## src/verilog/spi_cfg_pkg.sv

```systemverilog
package spi_cfg_pkg;

   // -----------------------------------------------------------------
   // register byte offsets on the bus
   // -----------------------------------------------------------------
   localparam logic [7:0] OFS_CTRL_PRI  = 8'h00;
   localparam logic [7:0] OFS_CTRL_SEC  = 8'h04;
   localparam logic [7:0] OFS_BAUD      = 8'h08;
   localparam logic [7:0] OFS_STATUS    = 8'h0C;
   localparam logic [7:0] OFS_DATA      = 8'h10;

   // -----------------------------------------------------------------
   // values after reset and write masks
   // -----------------------------------------------------------------
   localparam logic [7:0] CTRL_PRI_RST  = 8'h04;
   localparam logic [7:0] CTRL_SEC_RST  = 8'h00;
   localparam logic [7:0] BAUD_RST      = 8'h00;
   localparam logic [7:0] CTRL_SEC_MASK = 8'h1B;
   localparam logic [7:0] BAUD_MASK     = 8'h77;
   localparam logic [3:0] PIN_RST       = 4'h1;   // {sclk, mosi, miso, ss}

   // -----------------------------------------------------------------
   // field positions, primary control
   // -----------------------------------------------------------------
   localparam int C1_RXF_IE  = 7;
   localparam int C1_ENABLE  = 6;
   localparam int C1_TXE_IE  = 5;
   localparam int C1_MASTER  = 4;
   localparam int C1_POL     = 3;
   localparam int C1_PHASE   = 2;
   localparam int C1_SS_OE   = 1;
   localparam int C1_LSB     = 0;

   // -----------------------------------------------------------------
   // field positions, secondary control, status
   // -----------------------------------------------------------------
   localparam int C2_FAULT_EN = 4;
   localparam int C2_BIDIR_OE = 3;
   localparam int C2_HALT_WT  = 1;
   localparam int C2_SINGLE   = 0;
   localparam int ST_RX_FULL  = 7;
   localparam int ST_TX_EMPTY = 5;
   localparam int ST_FAULT    = 4;

   // -----------------------------------------------------------------
   // byte framing and master sequencer
   // -----------------------------------------------------------------
   localparam logic [4:0] LAST_EDGE = 5'h0F;    // 16 edges per 8-bit byte

   typedef enum logic [1:0] {
      M_IDLE  = 2'b00,
      M_LEAD  = 2'b01,
      M_SHIFT = 2'b10,
      M_TAIL  = 2'b11
   } master_state_e;

endpackage : spi_cfg_pkg

```

## src/verilog/spi_shifter.sv

```systemverilog
module spi_shifter (
   input  wire logic       clk_i,
   input  wire logic       rst_n_i,
   input  wire logic       ce_i,
   input  wire logic       clear_i,
   input  wire logic       load_i,
   input  wire logic [7:0] data_i,
   input  wire logic       edge_i,
   input  wire logic       phase_i,
   input  wire logic       low_first_i,
   input  wire logic       serial_in_i,
   output logic            serial_out_o,
   output logic [7:0]      byte_o,
   output logic            done_o
);
   import spi_cfg_pkg::*;

   logic [4:0] cnt_q;
   logic [7:0] tx_q;
   logic [7:0] rx_q;
   logic       done_q;
   logic       lead;
   logic       sample;
   logic       shift;

   // -----------------------------------------------------------------
   // edge classification: even count is a leading edge
   // -----------------------------------------------------------------
   assign lead   = ~cnt_q[0];
   assign sample = phase_i ? ~lead : lead;
   assign shift  = phase_i ? (lead && cnt_q != 5'h00) : ~lead;

   // edge counter and done pulse
   always_ff @(posedge clk_i) begin
      if (!rst_n_i || (ce_i && (clear_i || load_i))) begin
         cnt_q  <= 5'h00;
         done_q <= 1'b0;
      end else if (ce_i) begin
         done_q <= edge_i && cnt_q == LAST_EDGE;
         if (edge_i) begin
            cnt_q <= (cnt_q == LAST_EDGE) ? 5'h00 : cnt_q + 5'h01;
         end
      end
   end

   // transmit and receive shift paths, order set by bit-order bit
   always_ff @(posedge clk_i) begin
      if (!rst_n_i) begin
         tx_q <= 8'h00;
         rx_q <= 8'h00;
      end else if (ce_i) begin
         if (load_i) begin
            tx_q <= data_i;
         end else if (edge_i && shift) begin
            tx_q <= low_first_i ? {1'b0, tx_q[7:1]} : {tx_q[6:0], 1'b0};
         end
         if (edge_i && sample) begin
            rx_q <= low_first_i ? {serial_in_i, rx_q[7:1]}
                                : {rx_q[6:0], serial_in_i};
         end
      end
   end

   assign serial_out_o = low_first_i ? tx_q[0] : tx_q[7];
   assign byte_o       = rx_q;
   assign done_o       = done_q;

endmodule : spi_shifter

```

## src/verilog/spi_pin_mux.sv

```systemverilog
module spi_pin_mux (
   input  wire logic       enable_i,
   input  wire logic       master_i,
   input  wire logic       single_i,
   input  wire logic       bidir_oe_i,
   input  wire logic       fault_en_i,
   input  wire logic       ss_oe_i,
   input  wire logic       clk_lvl_i,
   input  wire logic       sout_i,
   input  wire logic       ss_drive_i,
   input  wire logic       mosi_s_i,
   input  wire logic       miso_s_i,
   input  wire logic       ss_s_i,
   output logic            sclk_o,
   output logic            sclk_oe_o,
   output logic            mosi_o,
   output logic            mosi_oe_o,
   output logic            miso_o,
   output logic            miso_oe_o,
   output logic            ss_o,
   output logic            ss_oe_o,
   output logic [3:0]      gpio_owned_o,
   output logic            sin_o,
   output logic            slave_sel_o,
   output logic            fault_in_o
);
   logic mst;
   logic slv;

   // -----------------------------------------------------------------
   // pin routing by role, wire mode and select options
   // -----------------------------------------------------------------
   assign mst         = enable_i && master_i;
   assign slv         = enable_i && !master_i;
   assign slave_sel_o = slv && !ss_s_i;
   assign fault_in_o  = mst && fault_en_i && !ss_oe_i && !ss_s_i;

   // clock: output in master, input in slave
   assign sclk_o    = clk_lvl_i;
   assign sclk_oe_o = mst;

   // data pins; the shared pin follows the drive-enable bit only in single-wire mode
   assign mosi_o    = sout_i;
   assign mosi_oe_o = mst && (!single_i || bidir_oe_i);
   assign miso_o    = sout_i;
   assign miso_oe_o = slave_sel_o && (!single_i || bidir_oe_i);
   assign sin_o     = (master_i ^ single_i) ? miso_s_i : mosi_s_i;

   // slave-select pin: output only with both fault enable and select output
   assign ss_o    = ss_drive_i;
   assign ss_oe_o = mst && fault_en_i && ss_oe_i;

   // pins handed back to the general port: {sclk, mosi, miso, ss}
   assign gpio_owned_o = {!enable_i,
                          !enable_i || (slv && single_i),
                          !enable_i || (mst && single_i),
                          !enable_i || (mst && !fault_en_i)};

endmodule : spi_pin_mux

```

## src/verilog/spi_control_config.sv

```systemverilog
// Function
// - receive-full or fault raises interrupt when enabled
// - disable aborts, flushes, clears receive, sets empty
// - transmit-empty raises interrupt when enabled
// - master select chooses role and pin directions
// - polarity inverts clock; sets idle level
// - phase picks first edge mid or start
// - bit order: msb or lsb first
// - master fault mode: select pin is input
// - master with fault enable and select output drives select pin
// - master without fault enable frees select pin
// - slave always uses select pin as input
// - unused secondary control bits read zero
// - single-wire: drive enable controls shared pin
// - two-wire: drive enable bit has no effect
// - single-wire uses master-out or master-in pin
// - halt-in-wait stops engine during wait
// - disabled module releases all four pins
// - receive flag clears: status read, data read
//
// Decided for this implementation: the register offsets and the AHB-Lite interface to the registers.
module spi_control_config (
   input  wire logic        clk_i,
   input  wire logic        rst_n_i,
   input  wire logic        ce_i,
   input  wire logic        wait_mode_i,
   input  wire logic        hsel_i,
   input  wire logic [31:0] haddr_i,
   input  wire logic [1:0]  htrans_i,
   input  wire logic        hwrite_i,
   input  wire logic [2:0]  hsize_i,
   input  wire logic        hready_i,
   input  wire logic [31:0] hwdata_i,
   output logic      [31:0] hrdata_o,
   output logic             hreadyout_o,
   output logic             hresp_o,
   input  wire logic        sclk_i,
   output logic             sclk_o,
   output logic             sclk_oe_o,
   input  wire logic        mosi_i,
   output logic             mosi_o,
   output logic             mosi_oe_o,
   input  wire logic        miso_i,
   output logic             miso_o,
   output logic             miso_oe_o,
   input  wire logic        ss_i,
   output logic             ss_o,
   output logic             ss_oe_o,
   output logic      [3:0]  gpio_owned_o,
   output logic             irq_o
);
   import spi_cfg_pkg::*;

   logic [7:0]    ctrl_pri_q;
   logic [7:0]    ctrl_sec_q;
   logic [7:0]    baud_q;
   logic [7:0]    txbuf_q;
   logic [7:0]    rxbuf_q;
   logic          rff_q;
   logic          tef_q;
   logic          mode_fault_flag_q;
   logic          rff_seen_q;
   logic          tef_seen_q;
   logic          mode_fault_flag_seen_q;
   logic [3:0]    pin_meta_q;
   logic [3:0]    pin_sync_q;
   logic          sclk_prev_q;
   logic          sel_prev_q;
   logic          wr_q;
   logic [7:0]    addr_q;
   logic [31:0]   rdata_q;
   master_state_e mst_q;
   logic [10:0]   div_q;
   logic          clk_lvl_q;
   logic          enable;
   logic          master;
   logic          run;
   logic          accept;
   logic          rd_acc;
   logic          tick;
   logic [10:0]   half_len;
   logic          m_start;
   logic          m_edge;
   logic          s_edge;
   logic          sel_rise;
   logic          buf_take;
   logic          sh_clear;
   logic          sout;
   logic [7:0]    rx_byte;
   logic          rx_done;
   logic          sin;
   logic          slave_sel;
   logic          fault_in;
   logic          data_wr;

   // -----------------------------------------------------------------
   // control decode
   // -----------------------------------------------------------------
   assign enable = ctrl_pri_q[C1_ENABLE];
   assign master = ctrl_pri_q[C1_MASTER];
   assign run    = ce_i && !(ctrl_sec_q[C2_HALT_WT] && wait_mode_i);

   // -----------------------------------------------------------------
   // pin input synchronisers
   // -----------------------------------------------------------------
   always_ff @(posedge clk_i) begin
      if (!rst_n_i) begin
         pin_meta_q <= PIN_RST;
         pin_sync_q <= PIN_RST;
      end else if (ce_i) begin
         pin_meta_q <= {sclk_i, mosi_i, miso_i, ss_i};
         pin_sync_q <= pin_meta_q;
      end
   end

   // -----------------------------------------------------------------
   // bus slave: zero wait state, always okay
   // -----------------------------------------------------------------
   assign accept      = hsel_i && hready_i && htrans_i[1];
   assign rd_acc      = ce_i && accept && !hwrite_i;
   assign hreadyout_o = 1'b1;
   assign hresp_o     = 1'b0;
   assign hrdata_o    = rdata_q;
   assign data_wr     = ce_i && wr_q && addr_q == OFS_DATA;

   // address phase capture and read data register
   always_ff @(posedge clk_i) begin
      if (!rst_n_i) begin
         wr_q    <= 1'b0;
         addr_q  <= 8'h00;
         rdata_q <= 32'h0000_0000;
      end else if (ce_i) begin
         wr_q   <= accept && hwrite_i;
         addr_q <= haddr_i[7:0];
         if (rd_acc) begin
            case (haddr_i[7:0])
               OFS_CTRL_PRI: rdata_q <= {24'h00_0000, ctrl_pri_q};
               OFS_CTRL_SEC: rdata_q <= {24'h00_0000, ctrl_sec_q};
               OFS_BAUD:     rdata_q <= {24'h00_0000, baud_q};
               OFS_STATUS:   rdata_q <= {24'h00_0000, rff_q, 1'b0, tef_q, mode_fault_flag_q, 4'h0};
               OFS_DATA:     rdata_q <= {24'h00_0000, rxbuf_q};
               default:      rdata_q <= 32'h0000_0000;
            endcase
         end
      end
   end

   // control registers, written in the data phase
   always_ff @(posedge clk_i) begin
      if (!rst_n_i) begin
         ctrl_pri_q <= CTRL_PRI_RST;
         ctrl_sec_q <= CTRL_SEC_RST;
         baud_q     <= BAUD_RST;
      end else if (ce_i && wr_q) begin
         if (addr_q == OFS_CTRL_PRI) begin
            ctrl_pri_q <= hwdata_i[7:0];
         end
         if (addr_q == OFS_CTRL_SEC) begin
            ctrl_sec_q <= hwdata_i[7:0] & CTRL_SEC_MASK;
         end
         if (addr_q == OFS_BAUD) begin
            baud_q <= hwdata_i[7:0] & BAUD_MASK;
         end
      end
   end

   // -----------------------------------------------------------------
   // status flags: set wins over clear, disable overrides both for receive-full and transmit-empty
   // -----------------------------------------------------------------
   always_ff @(posedge clk_i) begin
      if (!rst_n_i) begin
         rff_q       <= 1'b0;
         tef_q       <= 1'b1;
         mode_fault_flag_q      <= 1'b0;
         rff_seen_q  <= 1'b0;
         tef_seen_q  <= 1'b0;
         mode_fault_flag_seen_q <= 1'b0;
      end else if (ce_i) begin
         if (rd_acc && haddr_i[7:0] == OFS_STATUS) begin
            rff_seen_q  <= rff_q;
            tef_seen_q  <= tef_q;
            mode_fault_flag_seen_q <= mode_fault_flag_q;
         end
         if (!enable) begin
            rff_q <= 1'b0;
         end else if (rx_done) begin
            rff_q <= 1'b1;
         end else if (rd_acc && haddr_i[7:0] == OFS_DATA && rff_seen_q) begin
            rff_q      <= 1'b0;
            rff_seen_q <= 1'b0;
         end
         if (!enable || buf_take) begin
            tef_q <= 1'b1;
         end else if (data_wr && tef_seen_q) begin
            tef_q      <= 1'b0;
            tef_seen_q <= 1'b0;
         end
         if (fault_in) begin
            mode_fault_flag_q <= 1'b1;
         end else if (wr_q && addr_q == OFS_CTRL_PRI && mode_fault_flag_seen_q) begin
            mode_fault_flag_q      <= 1'b0;
            mode_fault_flag_seen_q <= 1'b0;
         end
      end
   end

   // transmit and receive buffers; a write without the status read is dropped
   always_ff @(posedge clk_i) begin
      if (!rst_n_i) begin
         txbuf_q <= 8'h00;
         rxbuf_q <= 8'h00;
      end else if (ce_i) begin
         if (!enable) begin
            txbuf_q <= 8'h00;
         end else if (data_wr && tef_seen_q) begin
            txbuf_q <= hwdata_i[7:0];
         end
         if (enable && rx_done) begin
            rxbuf_q <= rx_byte;
         end
      end
   end

   // interrupt request from enabled flags
   assign irq_o = (ctrl_pri_q[C1_RXF_IE] && (rff_q || mode_fault_flag_q))
               || (ctrl_pri_q[C1_TXE_IE] && tef_q);

   // -----------------------------------------------------------------
   // master sequencer: select, half-bit lead, 16 edges, half-bit tail
   // -----------------------------------------------------------------
   assign half_len = 11'(({8'h00, baud_q[6:4]} + 11'h001) << baud_q[2:0]);
   assign tick     = div_q == half_len - 11'h001;
   assign m_start  = mst_q == M_IDLE && enable && master && !tef_q && !fault_in;
   assign m_edge   = mst_q == M_SHIFT && tick;

   always_ff @(posedge clk_i) begin
      if (!rst_n_i || (run && (!enable || !master || fault_in))) begin
         mst_q     <= M_IDLE;
         div_q     <= 11'h000;
         clk_lvl_q <= 1'b0;
      end else if (run) begin
         div_q <= (tick || mst_q == M_IDLE) ? 11'h000 : div_q + 11'h001;
         if (m_edge) begin
            clk_lvl_q <= !clk_lvl_q;
         end
         case (mst_q)
            M_IDLE:  if (m_start) mst_q <= M_LEAD;
            M_LEAD:  if (tick) mst_q <= M_SHIFT;
            M_SHIFT: if (rx_done) mst_q <= M_TAIL;
            M_TAIL:  if (tick) mst_q <= M_IDLE;
            default: mst_q <= M_IDLE;
         endcase
      end
   end

   // -----------------------------------------------------------------
   // slave edge finder on the sampled serial clock
   // -----------------------------------------------------------------
   always_ff @(posedge clk_i) begin
      if (!rst_n_i) begin
         sclk_prev_q <= 1'b0;
         sel_prev_q  <= 1'b0;
      end else if (run) begin
         sclk_prev_q <= pin_sync_q[3];
         sel_prev_q  <= slave_sel;
      end
   end

   assign s_edge   = slave_sel && sel_prev_q && pin_sync_q[3] != sclk_prev_q;
   assign sel_rise = slave_sel && !sel_prev_q;
   assign buf_take = run && (m_start || (sel_rise && !tef_q));
   assign sh_clear = !enable || fault_in || (!master && !slave_sel);

   spi_shifter u_shifter (
      .clk_i       (clk_i),
      .rst_n_i     (rst_n_i),
      .ce_i        (run),
      .clear_i     (sh_clear),
      .load_i      (m_start || sel_rise),
      .data_i      (txbuf_q),
      .edge_i      (master ? m_edge : s_edge),
      .phase_i     (ctrl_pri_q[C1_PHASE]),
      .low_first_i (ctrl_pri_q[C1_LSB]),
      .serial_in_i (sin),
      .serial_out_o(sout),
      .byte_o      (rx_byte),
      .done_o      (rx_done)
   );

   spi_pin_mux u_pin_mux (
      .enable_i    (enable),
      .master_i    (master),
      .single_i    (ctrl_sec_q[C2_SINGLE]),
      .bidir_oe_i  (ctrl_sec_q[C2_BIDIR_OE]),
      .fault_en_i  (ctrl_sec_q[C2_FAULT_EN]),
      .ss_oe_i     (ctrl_pri_q[C1_SS_OE]),
      .clk_lvl_i   (clk_lvl_q ^ ctrl_pri_q[C1_POL]),
      .sout_i      (sout),
      .ss_drive_i  (mst_q == M_IDLE),
      .mosi_s_i    (pin_sync_q[2]),
      .miso_s_i    (pin_sync_q[1]),
      .ss_s_i      (pin_sync_q[0]),
      .sclk_o      (sclk_o),
      .sclk_oe_o   (sclk_oe_o),
      .mosi_o      (mosi_o),
      .mosi_oe_o   (mosi_oe_o),
      .miso_o      (miso_o),
      .miso_oe_o   (miso_oe_o),
      .ss_o        (ss_o),
      .ss_oe_o     (ss_oe_o),
      .gpio_owned_o(gpio_owned_o),
      .sin_o       (sin),
      .slave_sel_o (slave_sel),
      .fault_in_o  (fault_in)
   );
endmodule : spi_control_config

```

## config.mk

```make
export PLATFORM = sky130hd
export DESIGN_NAME = spi_control_config
export DESIGN_NICKNAME = d
export VERILOG_FILES = /design/src/verilog/spi_cfg_pkg.sv /design/src/verilog/spi_shifter.sv /design/src/verilog/spi_pin_mux.sv /design/src/verilog/spi_control_config.sv
export SDC_FILE = /design/constraint.sdc
export NUM_CORES = 1
export LEC_CHECK = 0
export BUFFER_PORTS_ARGS = -buffer_cell sky130_fd_sc_hd__buf_2
export CORE_MARGIN = 2
export CORE_UTILIZATION = 42
export CTS_BUF_LIST = sky130_fd_sc_hd__clkbuf_4
export CTS_CLUSTER_DIAMETER = 150
export DETAILED_ROUTE_END_ITERATION = 7
export SKIP_LAST_GASP = 1
export SLEW_MARGIN = 20
export SYNTH_ARGS = -nofsm -noshare
export SYNTH_HDL_FRONTEND = slang
export SYNTH_SLANG_ARGS = --single-unit
```

## constraint.sdc

```tcl
create_clock -name clk_i -period 7 [get_ports clk_i]
set_clock_uncertainty 0.15 [all_clocks]
set_input_delay 2.1 -clock clk_i [delete_from_list [all_inputs] [get_ports clk_i]]
set_output_delay 2.1 -clock clk_i [all_outputs]
set_load 0.02 [all_outputs]
```

==> results of run 1 <==
[worst max-delay path, cell delays in order]
cell      delay [ns]
buf_2           0.54
nand3b_1        0.47
nor3_1          0.88
and3_1          0.38
mux2i_1         0.21
nor3_1          0.07
[cells by family after synthesis]
family	count (synthesis)	synth area share
buffers and inverters	90	0.0782
DFF	103	0.346
other	2	0.00126
muxes	78	0.135
xor gates and xnor gates	22	0.0336
AOI/OAI and AO/OA	142	0.163
adders and majority gates	9	0.0189
and+or+nand+nor	288	0.224
[cell usage in the layout (no fill, tap or decap), drive strengths merged, types with 9 or more instances in the layout]
master  instances
a22oi          17
nor2           90
xnor2          12
ha              9
conb           26
o21ai          38
a21oi          33
clkbuf         10
inv            24
nand3          20
mux2i          69
dfxtp         103
xor2           10
buf            51
nand2         103
nor3           12
[power by group]
group,leakage [nW],internal (W),switching (W)
registers,0.832,0.000592,0.00000444
clock network,0.0682,0.0000795,0.000212
logic,1.54,0.0000166,0.0000467
[registers in the layout (all words and copies together), names as in the netlist, 2 cells and up]
signal,flops
div_q,11
addr_q,8
ctrl_pri_q,8
hrdata_o,8
rxbuf_q,8
txbuf_q,8
u_shifter.byte_o,8
u_shifter.tx_q,8
baud_q,6
u_shifter.cnt_q,5
ctrl_sec_q,4
pin_meta_q,4
pin_sync_q,4
mst_q,2
[stage by stage]
stage                     std cells  cell area (µm²)  hold slack, ns  utilization  setup WS [ns]
after detailed placement        920             6150           0.298        0.443           2.05
after global placement          920             6150           0.290        0.443           2.12
after floorplan                 758             6040           0.286            -           3.00
after global routing            936             6270           0.341        0.452           2.41
after CTS                       936             6270           0.318        0.452           2.60
final                           936             6270           0.316        0.452           2.57
[final cells by class]
type,instances,area (µm²),area share
multi-input combinational,565,3530,0.563
sequential,103,2060,0.329
timing repair buffer,51,263,0.0419
tap,180,225,0.0359
inverter,21,78.8,0.0126
clock buffer,10,75.1,0.0120
clock inverter,6,41.3,0.00658
[routing by layer]
layer | wire length, µm | part of all wire | up-vias | global-route usage
met5 | 0 | 0 | - | 0
met4 | 251 | 0.016 | 0 | 0.0746
met3 | 581 | 0.038 | 17 | 0.0304
met2 | 7330 | 0.48 | 108 | 0.350
met1 | 7240 | 0.47 | 2422 | 0.278
li1 | - | - | 2564 | -
[worst max-delay path by stage]
stage | startpoint | endpoint | slack, ns | depth (start not counted)
2_1_floorplan | ce_i | rff_seen_q | 3.00 | 7
3_3_place_gp | ce_i | rff_seen_q | 2.12 | 6
3_5_place_dp | ce_i | rff_seen_q | 2.05 | 6
4_1_cts | ce_i | rff_seen_q | 2.60 | 6
5_1_grt | ce_i | tef_seen_q | 2.41 | 6
6_report | ce_i | rff_seen_q | 2.57 | 6
==> qor.txt, run 1 <==
initial core utilization = 0.429
crit start category = input port
first-pass GRT wire length = 24,800 µm
final wirelength = 15,400 µm
number of remaining DRC errors = 0
Synth top area share = 0.346
total iterations of the first detailed-routing run = 5
htree depth = 3
Max Root-Sink Buffers = 2
Mapped Cells = 734
cts hold-fix bufs = 0
# diodes = 0
Mapped Avg Cell Area = 8.11 µm²
Antenna Nets Post-Route = 0
Peak VDD IR = 0.0000779 V
vias per cell = 5.46
I/O pin total = 127
fill cell total of the finished layout = 1,434
DP HPWL = 11,500 µm
height of the die = 123 µm
worst hold path type = reg2reg
Design Power = 0.000951 W
Slew @ Worst Pin = 0.920 ns
setup TNS = 0 ns
Yosys Warn Count = 0
hold path start = hrdata_o[3]
Core Footprint = 13,900 µm²
Yosys cell types = 74
area grow syn2layout = 5.38%
Die ar. = 15,100 µm²
Synth Flop Type = dfxtp_1
data arrival at the endpoint of the critical path = 4.65 ns
Post-CTS Setup Bufs = 0
clock-pin slew on the worst setup and hold paths = 0.17 ns
Seq/Total Area, Yosys = 0.346
site row count = 43
vias in the first global route = 4,844
Worst Path Max Fanout = 28
critical path class = in2reg
CP Data Required Time = 7.22 ns
Fmax = 226 MHz
Buffers on Ports = 48
GR Overflow Total = 0
Setup Viol. Count Final = 0
clock sink count = 103
largest net degree at the start of global routing = 66
cell taking the most area after synthesis = dfxtp_1
initial antenna violation count = 0
CTS tree = built
Hold Vio Cnt, Final = 0
synthesized area = 5950 µm²
drt initial violations = 345
share of layout cells above drive strength 1 = 0.123
post-CTS sizing = 0
period utilization = 0.633
EDFF count, synth = 0
pins over their slew limit = 0
vias = 5,111
R2R cell count = 10
minimum clock period = 4.43 ns
die extent in x = 123 µm
Placer Congestion = 0.856
FFs w/ async S/R, synth = 0
Cell Pwr Density = 152 nW/µm²
#FFs+latches synth = 103
Worst R2R End = u_shifter.tx_q[6]
fin nets = 840
top cells by area, synth = dfxtp_1 35%, mux2i_1 12%, nand2_1 6.5%
LEAKAGE = 2.44 nW
# Max-Cap Violations = 0
unrepaired setup endpoints after global routing = false
status = finished clean
worst-skew pair later-pin latency = 0.49 ns
CTS Buf Count = 9
origin of the critical flop-to-flop path = baud_q[4]
Slew HR = 0.382
gr usage total = 0.210
Worst Hold Path Cells = 2
Routed wire per std cell = 16.5 µm
hold endpoint = hrdata_o[3]
Post-synth top cells = 103 x dfxtp_1, 103 x nand2_1, 90 x nor2_1
r2r setup slk = 2.79 ns
clock tree root buffer cell = clkbuf_4
Worst setup EP type = register
No activity file was read; power rests on OpenSTA's default activity.
==> run 2: changes to the inputs <==
Settings changed: PLACE_DENSITY set to 0.67.
Clock period 7 ns to 3.7 ns, I/O delays scaled along.
==> run 2 against run 1 <==
  * Register-to-register slack lost 2.5 ns
  * Count of clock-buffer cells in the layout rose by 1
  * Critical path depth rose by 5
  * Worst hold slack gained 0.0040 ns
  * Core utilization up 1.5 points
  * Global-route usage fell by 0.72 points
  * Sequential share of layout area down 1.1 points
  * Sequential power is 90% higher
  * Clock power up 130%
  * Cell area is 3.4% higher
  * Via count is 0.29% lower
  * Critical path type is now reg2reg
  * Largest cell class unchanged
  * Largest power group unchanged
==> qor.txt, run 2 (synthesis results as in run 1) <==
setup TNS = 0 ns (unchanged)
Hold Vio Cnt, Final = 0 (unchanged)
Placed Instance Area = 6320 µm² (+2.7%)
Layout Cell Area excl Fill = 6490 µm² (+3.4%)
clock-pin slew on the worst setup and hold paths = 0.16 ns (about the same)
Buffers on Ports = 48 (unchanged)
CP cell instances = ha_1 -> xor2_2 -> a211o_4 -> a2bb2oi_1 -> and4_1 -> o21ai_0 -> a21oi_1 -> and4_1 -> buf_4 -> o21ai_2 -> mux2i_1
CTS Buf Count = 9 (unchanged)
Cell Pwr Density = 298 nW/µm² (+96%)
largest net degree at the start of global routing = 49 (-26%)
crit start category = register
period utilization = 0.926
drt initial violations = 367 (+6.4%)
critical path buffer and inverter count = 1 (unchanged)
Antenna Nets Post-Route = 0 (unchanged)
share of layout cells above drive strength 1 = 0.150 (+0.0274)
clock tree root buffer cell = clkbuf_4
site row count = 43 (unchanged)
Placer Congestion = 0.925 (+8.1%)
worst hold path type = reg2reg
CP top delay family = compound AO/OA/AOI/OAI gates
max reg flops = 11 (unchanged)
number of remaining DRC errors = 0 (unchanged)
die extent in x = 123 µm (unchanged)
first-pass GRT wire length = 24,000 µm (-3.5%)
commonest non-fill, non-tap cells in the layout = 103 x nand2_1, 103 x dfxtp_1, 90 x nor2_1
initial core utilization = 0.429 (unchanged)
Slowest cell on crit path = a211o_4
Core Footprint = 13,900 µm² (unchanged)
total iterations of the first detailed-routing run = 5 (unchanged)
data arrival at the endpoint of the critical path = 3.70 ns (-0.95 ns)
fin nets = 862 (+2.6%)
minimum clock period = 3.43 ns
# Max-Cap Violations = 0 (unchanged)
CP Data Required Time = 3.97 ns (-3.25 ns)
clock sink count = 103 (unchanged)
status = finished clean
Max stage delay on crit path = 0.41 ns (-0.47 ns)
Fmax = 292 MHz
pins over their slew limit = 0 (unchanged)
final wirelength = 14,600 µm (-5.0%)
Post-CTS Setup Bufs = 0 (unchanged)
initial antenna violation count = 0 (unchanged)
Setup Viol. Count Final = 0 (unchanged)
Slew HR = 0.502 (+0.121)
Worst Path Max Fanout = 6 (-79%)
Peak VDD IR = 0.000190 V (+140%)
Slew @ Worst Pin = 0.744 ns (-0.177 ns)
htree depth = 3 (unchanged)
critical path class = reg2reg
GR Overflow Total = 0 (unchanged)
CTS tree = built
unrepaired setup endpoints after global routing = false
worst-skew pair later-pin latency = 0.49 ns (about the same)
gr usage total = 0.203 (-0.00724)
vias per cell = 5.32 (-2.6%)
vias = 5,096 (-0.29%)
height of the die = 123 µm (unchanged)
Max Root-Sink Buffers = 2 (unchanged)
Routed wire per std cell = 15.3 µm (-7.2%)
Worst setup EP type = register
# diodes = 0 (unchanged)
I/O pin total = 127 (unchanged)
LEAKAGE = 2.58 nW (+5.4%)
Die ar. = 15,100 µm² (unchanged)
vias in the first global route = 4,716 (-2.6%)
CP dominant cell by count = and4_1
DP HPWL = 11,000 µm (-4.3%)
Biggest register = div_q
area grow syn2layout = 8.95%
[run 2: cell count changes in the layout (fill, tap and decap cells not counted), sizes merged]
cell,change
clkinvlp,+1
inv,-2
buf,+22
clkinv,-2
bufinv,+2
clkbuf,+1
[run 2: power by group]
part	internal (W)	switching [W]	total (W)
registers	0.00112	0.00000755	0.00113
logic	0.0000345	0.0000894	0.000124
clock network	0.000291	0.000389	0.000680
total	0.00144	0.000486	0.00193
[run 2: path summary, 6_finish.rpt]
path	slack, ns	endpoint	startpoint	cells after the start
max	0.27	u_shifter.byte_o[2]	baud_q[4]	11
min	0.32	hrdata_o[3]	hrdata_o[3]	2
max reg2reg	0.27	u_shifter.byte_o[2]	baud_q[4]	11
min reg2reg	0.32	hrdata_o[3]	hrdata_o[3]	2
[run 2: metal layers]
metal	routed length [µm]	up-vias	part of all wire	global-route usage
met5	0	-	0	0
met4	281	0	0.019	0.0739
met3	551	20	0.038	0.0369
met2	6500	109	0.44	0.317
met1	7310	2367	0.50	0.280
li1	-	2600	-	-
[run 2: timing repair]
item	CTS	global route
setup endpoints to repair	0	1
resized for setup	0	1
hold buffers	0	0
[run 2: cell type report]
class,instances,area [µm²]
clock buffers,11,82.6
repair buffers,73,428
well taps,180,225
flip-flops and latches,103,2060
clock inverters,5,81.3
multi-input cells,565,3530
inverters,21,78.8
fillers,1418,7390
[run 2: worst min-delay path, stage by stage, from the launching register on]
cell     delay, ns
dfxtp_1       0.35
nand2_1       0.05
a21oi_1       0.05
[run 2: stage by stage]
| step | util | worst slack [ns] | hold WS, ns | power (W) | cells |
|---|---|---|---|---|---|
| finish | 0.467 | 0.273 | 0.320 | 0.00193 | 958 |
| global route | 0.467 | 0.0202 | 0.353 | 0.00200 | 958 |
| CTS | 0.467 | 0.306 | 0.319 | 0.00195 | 958 |
| detailed placement | 0.455 | 0.395 | 0.299 | 0.00127 | 942 |
| global placement | 0.455 | 0.363 | 0.287 | 0.00127 | 942 |
| floorplan | - | 0.531 | 0.286 | 0.00125 | 758 |
==> run 3: changes to the inputs <==
Settings changed: CTS_BUF_LIST sky130_fd_sc_hd__clkbuf_4 to not set.
==> run 3 against run 2 <==
  * Final cell count unchanged
  * Via count increased by 0.96%
  * Count of clock-buffer cells in the layout unchanged
  * Sequential cell count unchanged
  * Sequential power hardly changed
  * Critical path type unchanged
  * Non-clock buffer count is the same
  * Fmax grew 0.57%
  * Global-route usage grew 0.19 points
==> qor.txt, run 3 (synthesis results as in run 1) <==
status = finished clean
drt initial violations = 374 (+1.9%)
Peak VDD IR = 0.000228 V (+20%)
Post-CTS Setup Bufs = 0 (unchanged)
period utilization = 0.921 (-0.00521)
pre-CTS setup slack = 0.395 ns (unchanged)
max reg flops = 11 (unchanged)
Placed Instance Area = 6320 µm² (unchanged)
crit start category = register
CP Data Required Time = 3.82 ns (-0.15 ns)
Setup Viol. Count Final = 0 (unchanged)
vias in the first global route = 4,735 (+0.40%)
commonest non-fill, non-tap cells in the layout = 103 x nand2_1, 103 x dfxtp_1, 90 x nor2_1
setup TNS = 0 ns (unchanged)
Worst Path Max Fanout = 8 (+2)
vias = 5,145 (+0.96%)
fill cell total of the finished layout = 1,398 (-1.4%)
Design Power = 0.00228 W (+18%)
Fmax = 293 MHz (+0.57%)
data arrival at the endpoint of the critical path = 3.53 ns (-0.17 ns)
gr usage total = 0.205 (+0.00185)
fin nets = 862 (unchanged)
first-pass GRT wire length = 24,100 µm (+0.58%)
Hold Vio Cnt, Final = 0 (unchanged)
critical path class = reg2reg
share of layout cells above drive strength 1 = 0.147 (-0.00386)
htree depth = 3 (unchanged)
area grow syn2layout = 11.4%
vias per cell = 5.37 (+0.96%)
Routed wire per std cell = 15.4 µm (+1.1%)
Max Root-Sink Buffers = 2 (unchanged)
initial antenna violation count = 0 (unchanged)
cts hold-fix bufs = 0 (unchanged)
height of the die = 123 µm (unchanged)
post-layout worst setup margin = 0.292 ns (+0.0193 ns)
total iterations of the first detailed-routing run = 5 (unchanged)
CTS Buf Count = 9 (unchanged)
DP HPWL = 11,000 µm (unchanged)
minimum clock period = 3.41 ns (-0.0193 ns)
Core Footprint = 13,900 µm² (unchanged)
die extent in x = 123 µm (unchanged)
Worst setup EP type = register
Slew @ Worst Pin = 0.749 ns (+0.00514 ns)
Buffers on Ports = 48 (unchanged)
GR Overflow Total = 0 (unchanged)
final wirelength = 14,800 µm (+1.1%)
unrepaired setup endpoints after global routing = false
# Max-Cap Violations = 0 (unchanged)
Layout Cell Area excl Fill = 6630 µm² (+2.2%)
Biggest register = div_q
worst hold path type = reg2reg
clock-pin slew on the worst setup and hold paths = 0.07 ns (-0.09 ns)
LEAKAGE = 2.64 nW (+2.4%)
worst-skew pair later-pin latency = 0.36 ns (-0.13 ns)
clock sink count = 103 (unchanged)
I/O pin total = 127 (unchanged)
initial core utilization = 0.429 (unchanged)
Cell Pwr Density = 343 nW/µm² (+15%)
fin util = 0.478 (+0.0104)
number of remaining DRC errors = 0 (unchanged)
Antenna Nets Post-Route = 0 (unchanged)
Slew HR = 0.501 (-0.00160)
post-CTS sizing = 0 (unchanged)
pins over their slew limit = 0 (unchanged)
Placer Congestion = 0.925 (unchanged)
Die ar. = 15,100 µm² (unchanged)
clock tree root buffer cell = clkbuf_16
largest net degree at the start of global routing = 49 (unchanged)
CTS tree = built
site row count = 43 (unchanged)
# diodes = 0 (unchanged)
-- run 3: cell types whose count changed in the layout (fill, tap and decap cells not counted) --
cell / delta
clkbuf_4: -11
a31oi_2: -1
clkbuf_16: +9
a31oi_1: +1
clkbuf_1: +2
-- run 3: per-stage QoR --
step | std cells | hold slack, ns
5_1_grt | 958 | 0.342
3_3_place_gp | 942 | 0.287
4_1_cts | 958 | 0.308
3_5_place_dp | 942 | 0.299
6_report | 958 | 0.308
2_1_floorplan | 758 | 0.286
-- run 3: path summary, 6_finish.rpt --
path / depth (start not counted) / slack (ns) / from / end
worst max-delay path: 11 / 0.29 / baud_q[4] / u_shifter.cnt_q[3]
worst min-delay path: 2 / 0.31 / rxbuf_q[2] / rxbuf_q[2]
worst max register to register: 11 / 0.29 / baud_q[4] / u_shifter.cnt_q[3]
worst min register to register: 2 / 0.31 / rxbuf_q[2] / rxbuf_q[2]
-- run 3: power breakdown --
part | switching (W) | total (W) | internal [W]
clock network | 0.000434 | 0.00103 | 0.000595
registers | 0.00000757 | 0.00113 | 0.00112
logic | 0.0000893 | 0.000124 | 0.0000345
total | 0.000531 | 0.00228 | 0.00175
-- run 3: area by class of cell --
class                      instances  area [µm²]  share of cell area
clock inverter                     5        81.3              0.0123
tap                              180         225              0.0340
inverter                          21        78.8              0.0119
clock buffer                      11         233              0.0351
timing repair buffer              73         428              0.0645
multi-input combinational        565        3520               0.531
sequential                       103        2060               0.311
-- run 3: worst max-delay path, stage by stage, from the launching register on --
cell,delay [ns]
dfxtp_1,0.32
ha_1,0.34
nand2b_1,0.21
a31oi_1,0.45
o21ai_1,0.14
o311a_2,0.18
and4_2,0.23
nor3_1,0.34
and4_1,0.40
buf_4,0.17
o211ai_1,0.08
a221oi_1,0.30
-- run 3: metal layers --
layer  GRT usage  wire, µm  vias to the layer above
li1            -         -                     2601
met3      0.0429       725                       18
met5           0         0                        -
met1       0.282      7190                     2407
met4      0.0611       257                        0
met2       0.323      6620                      119
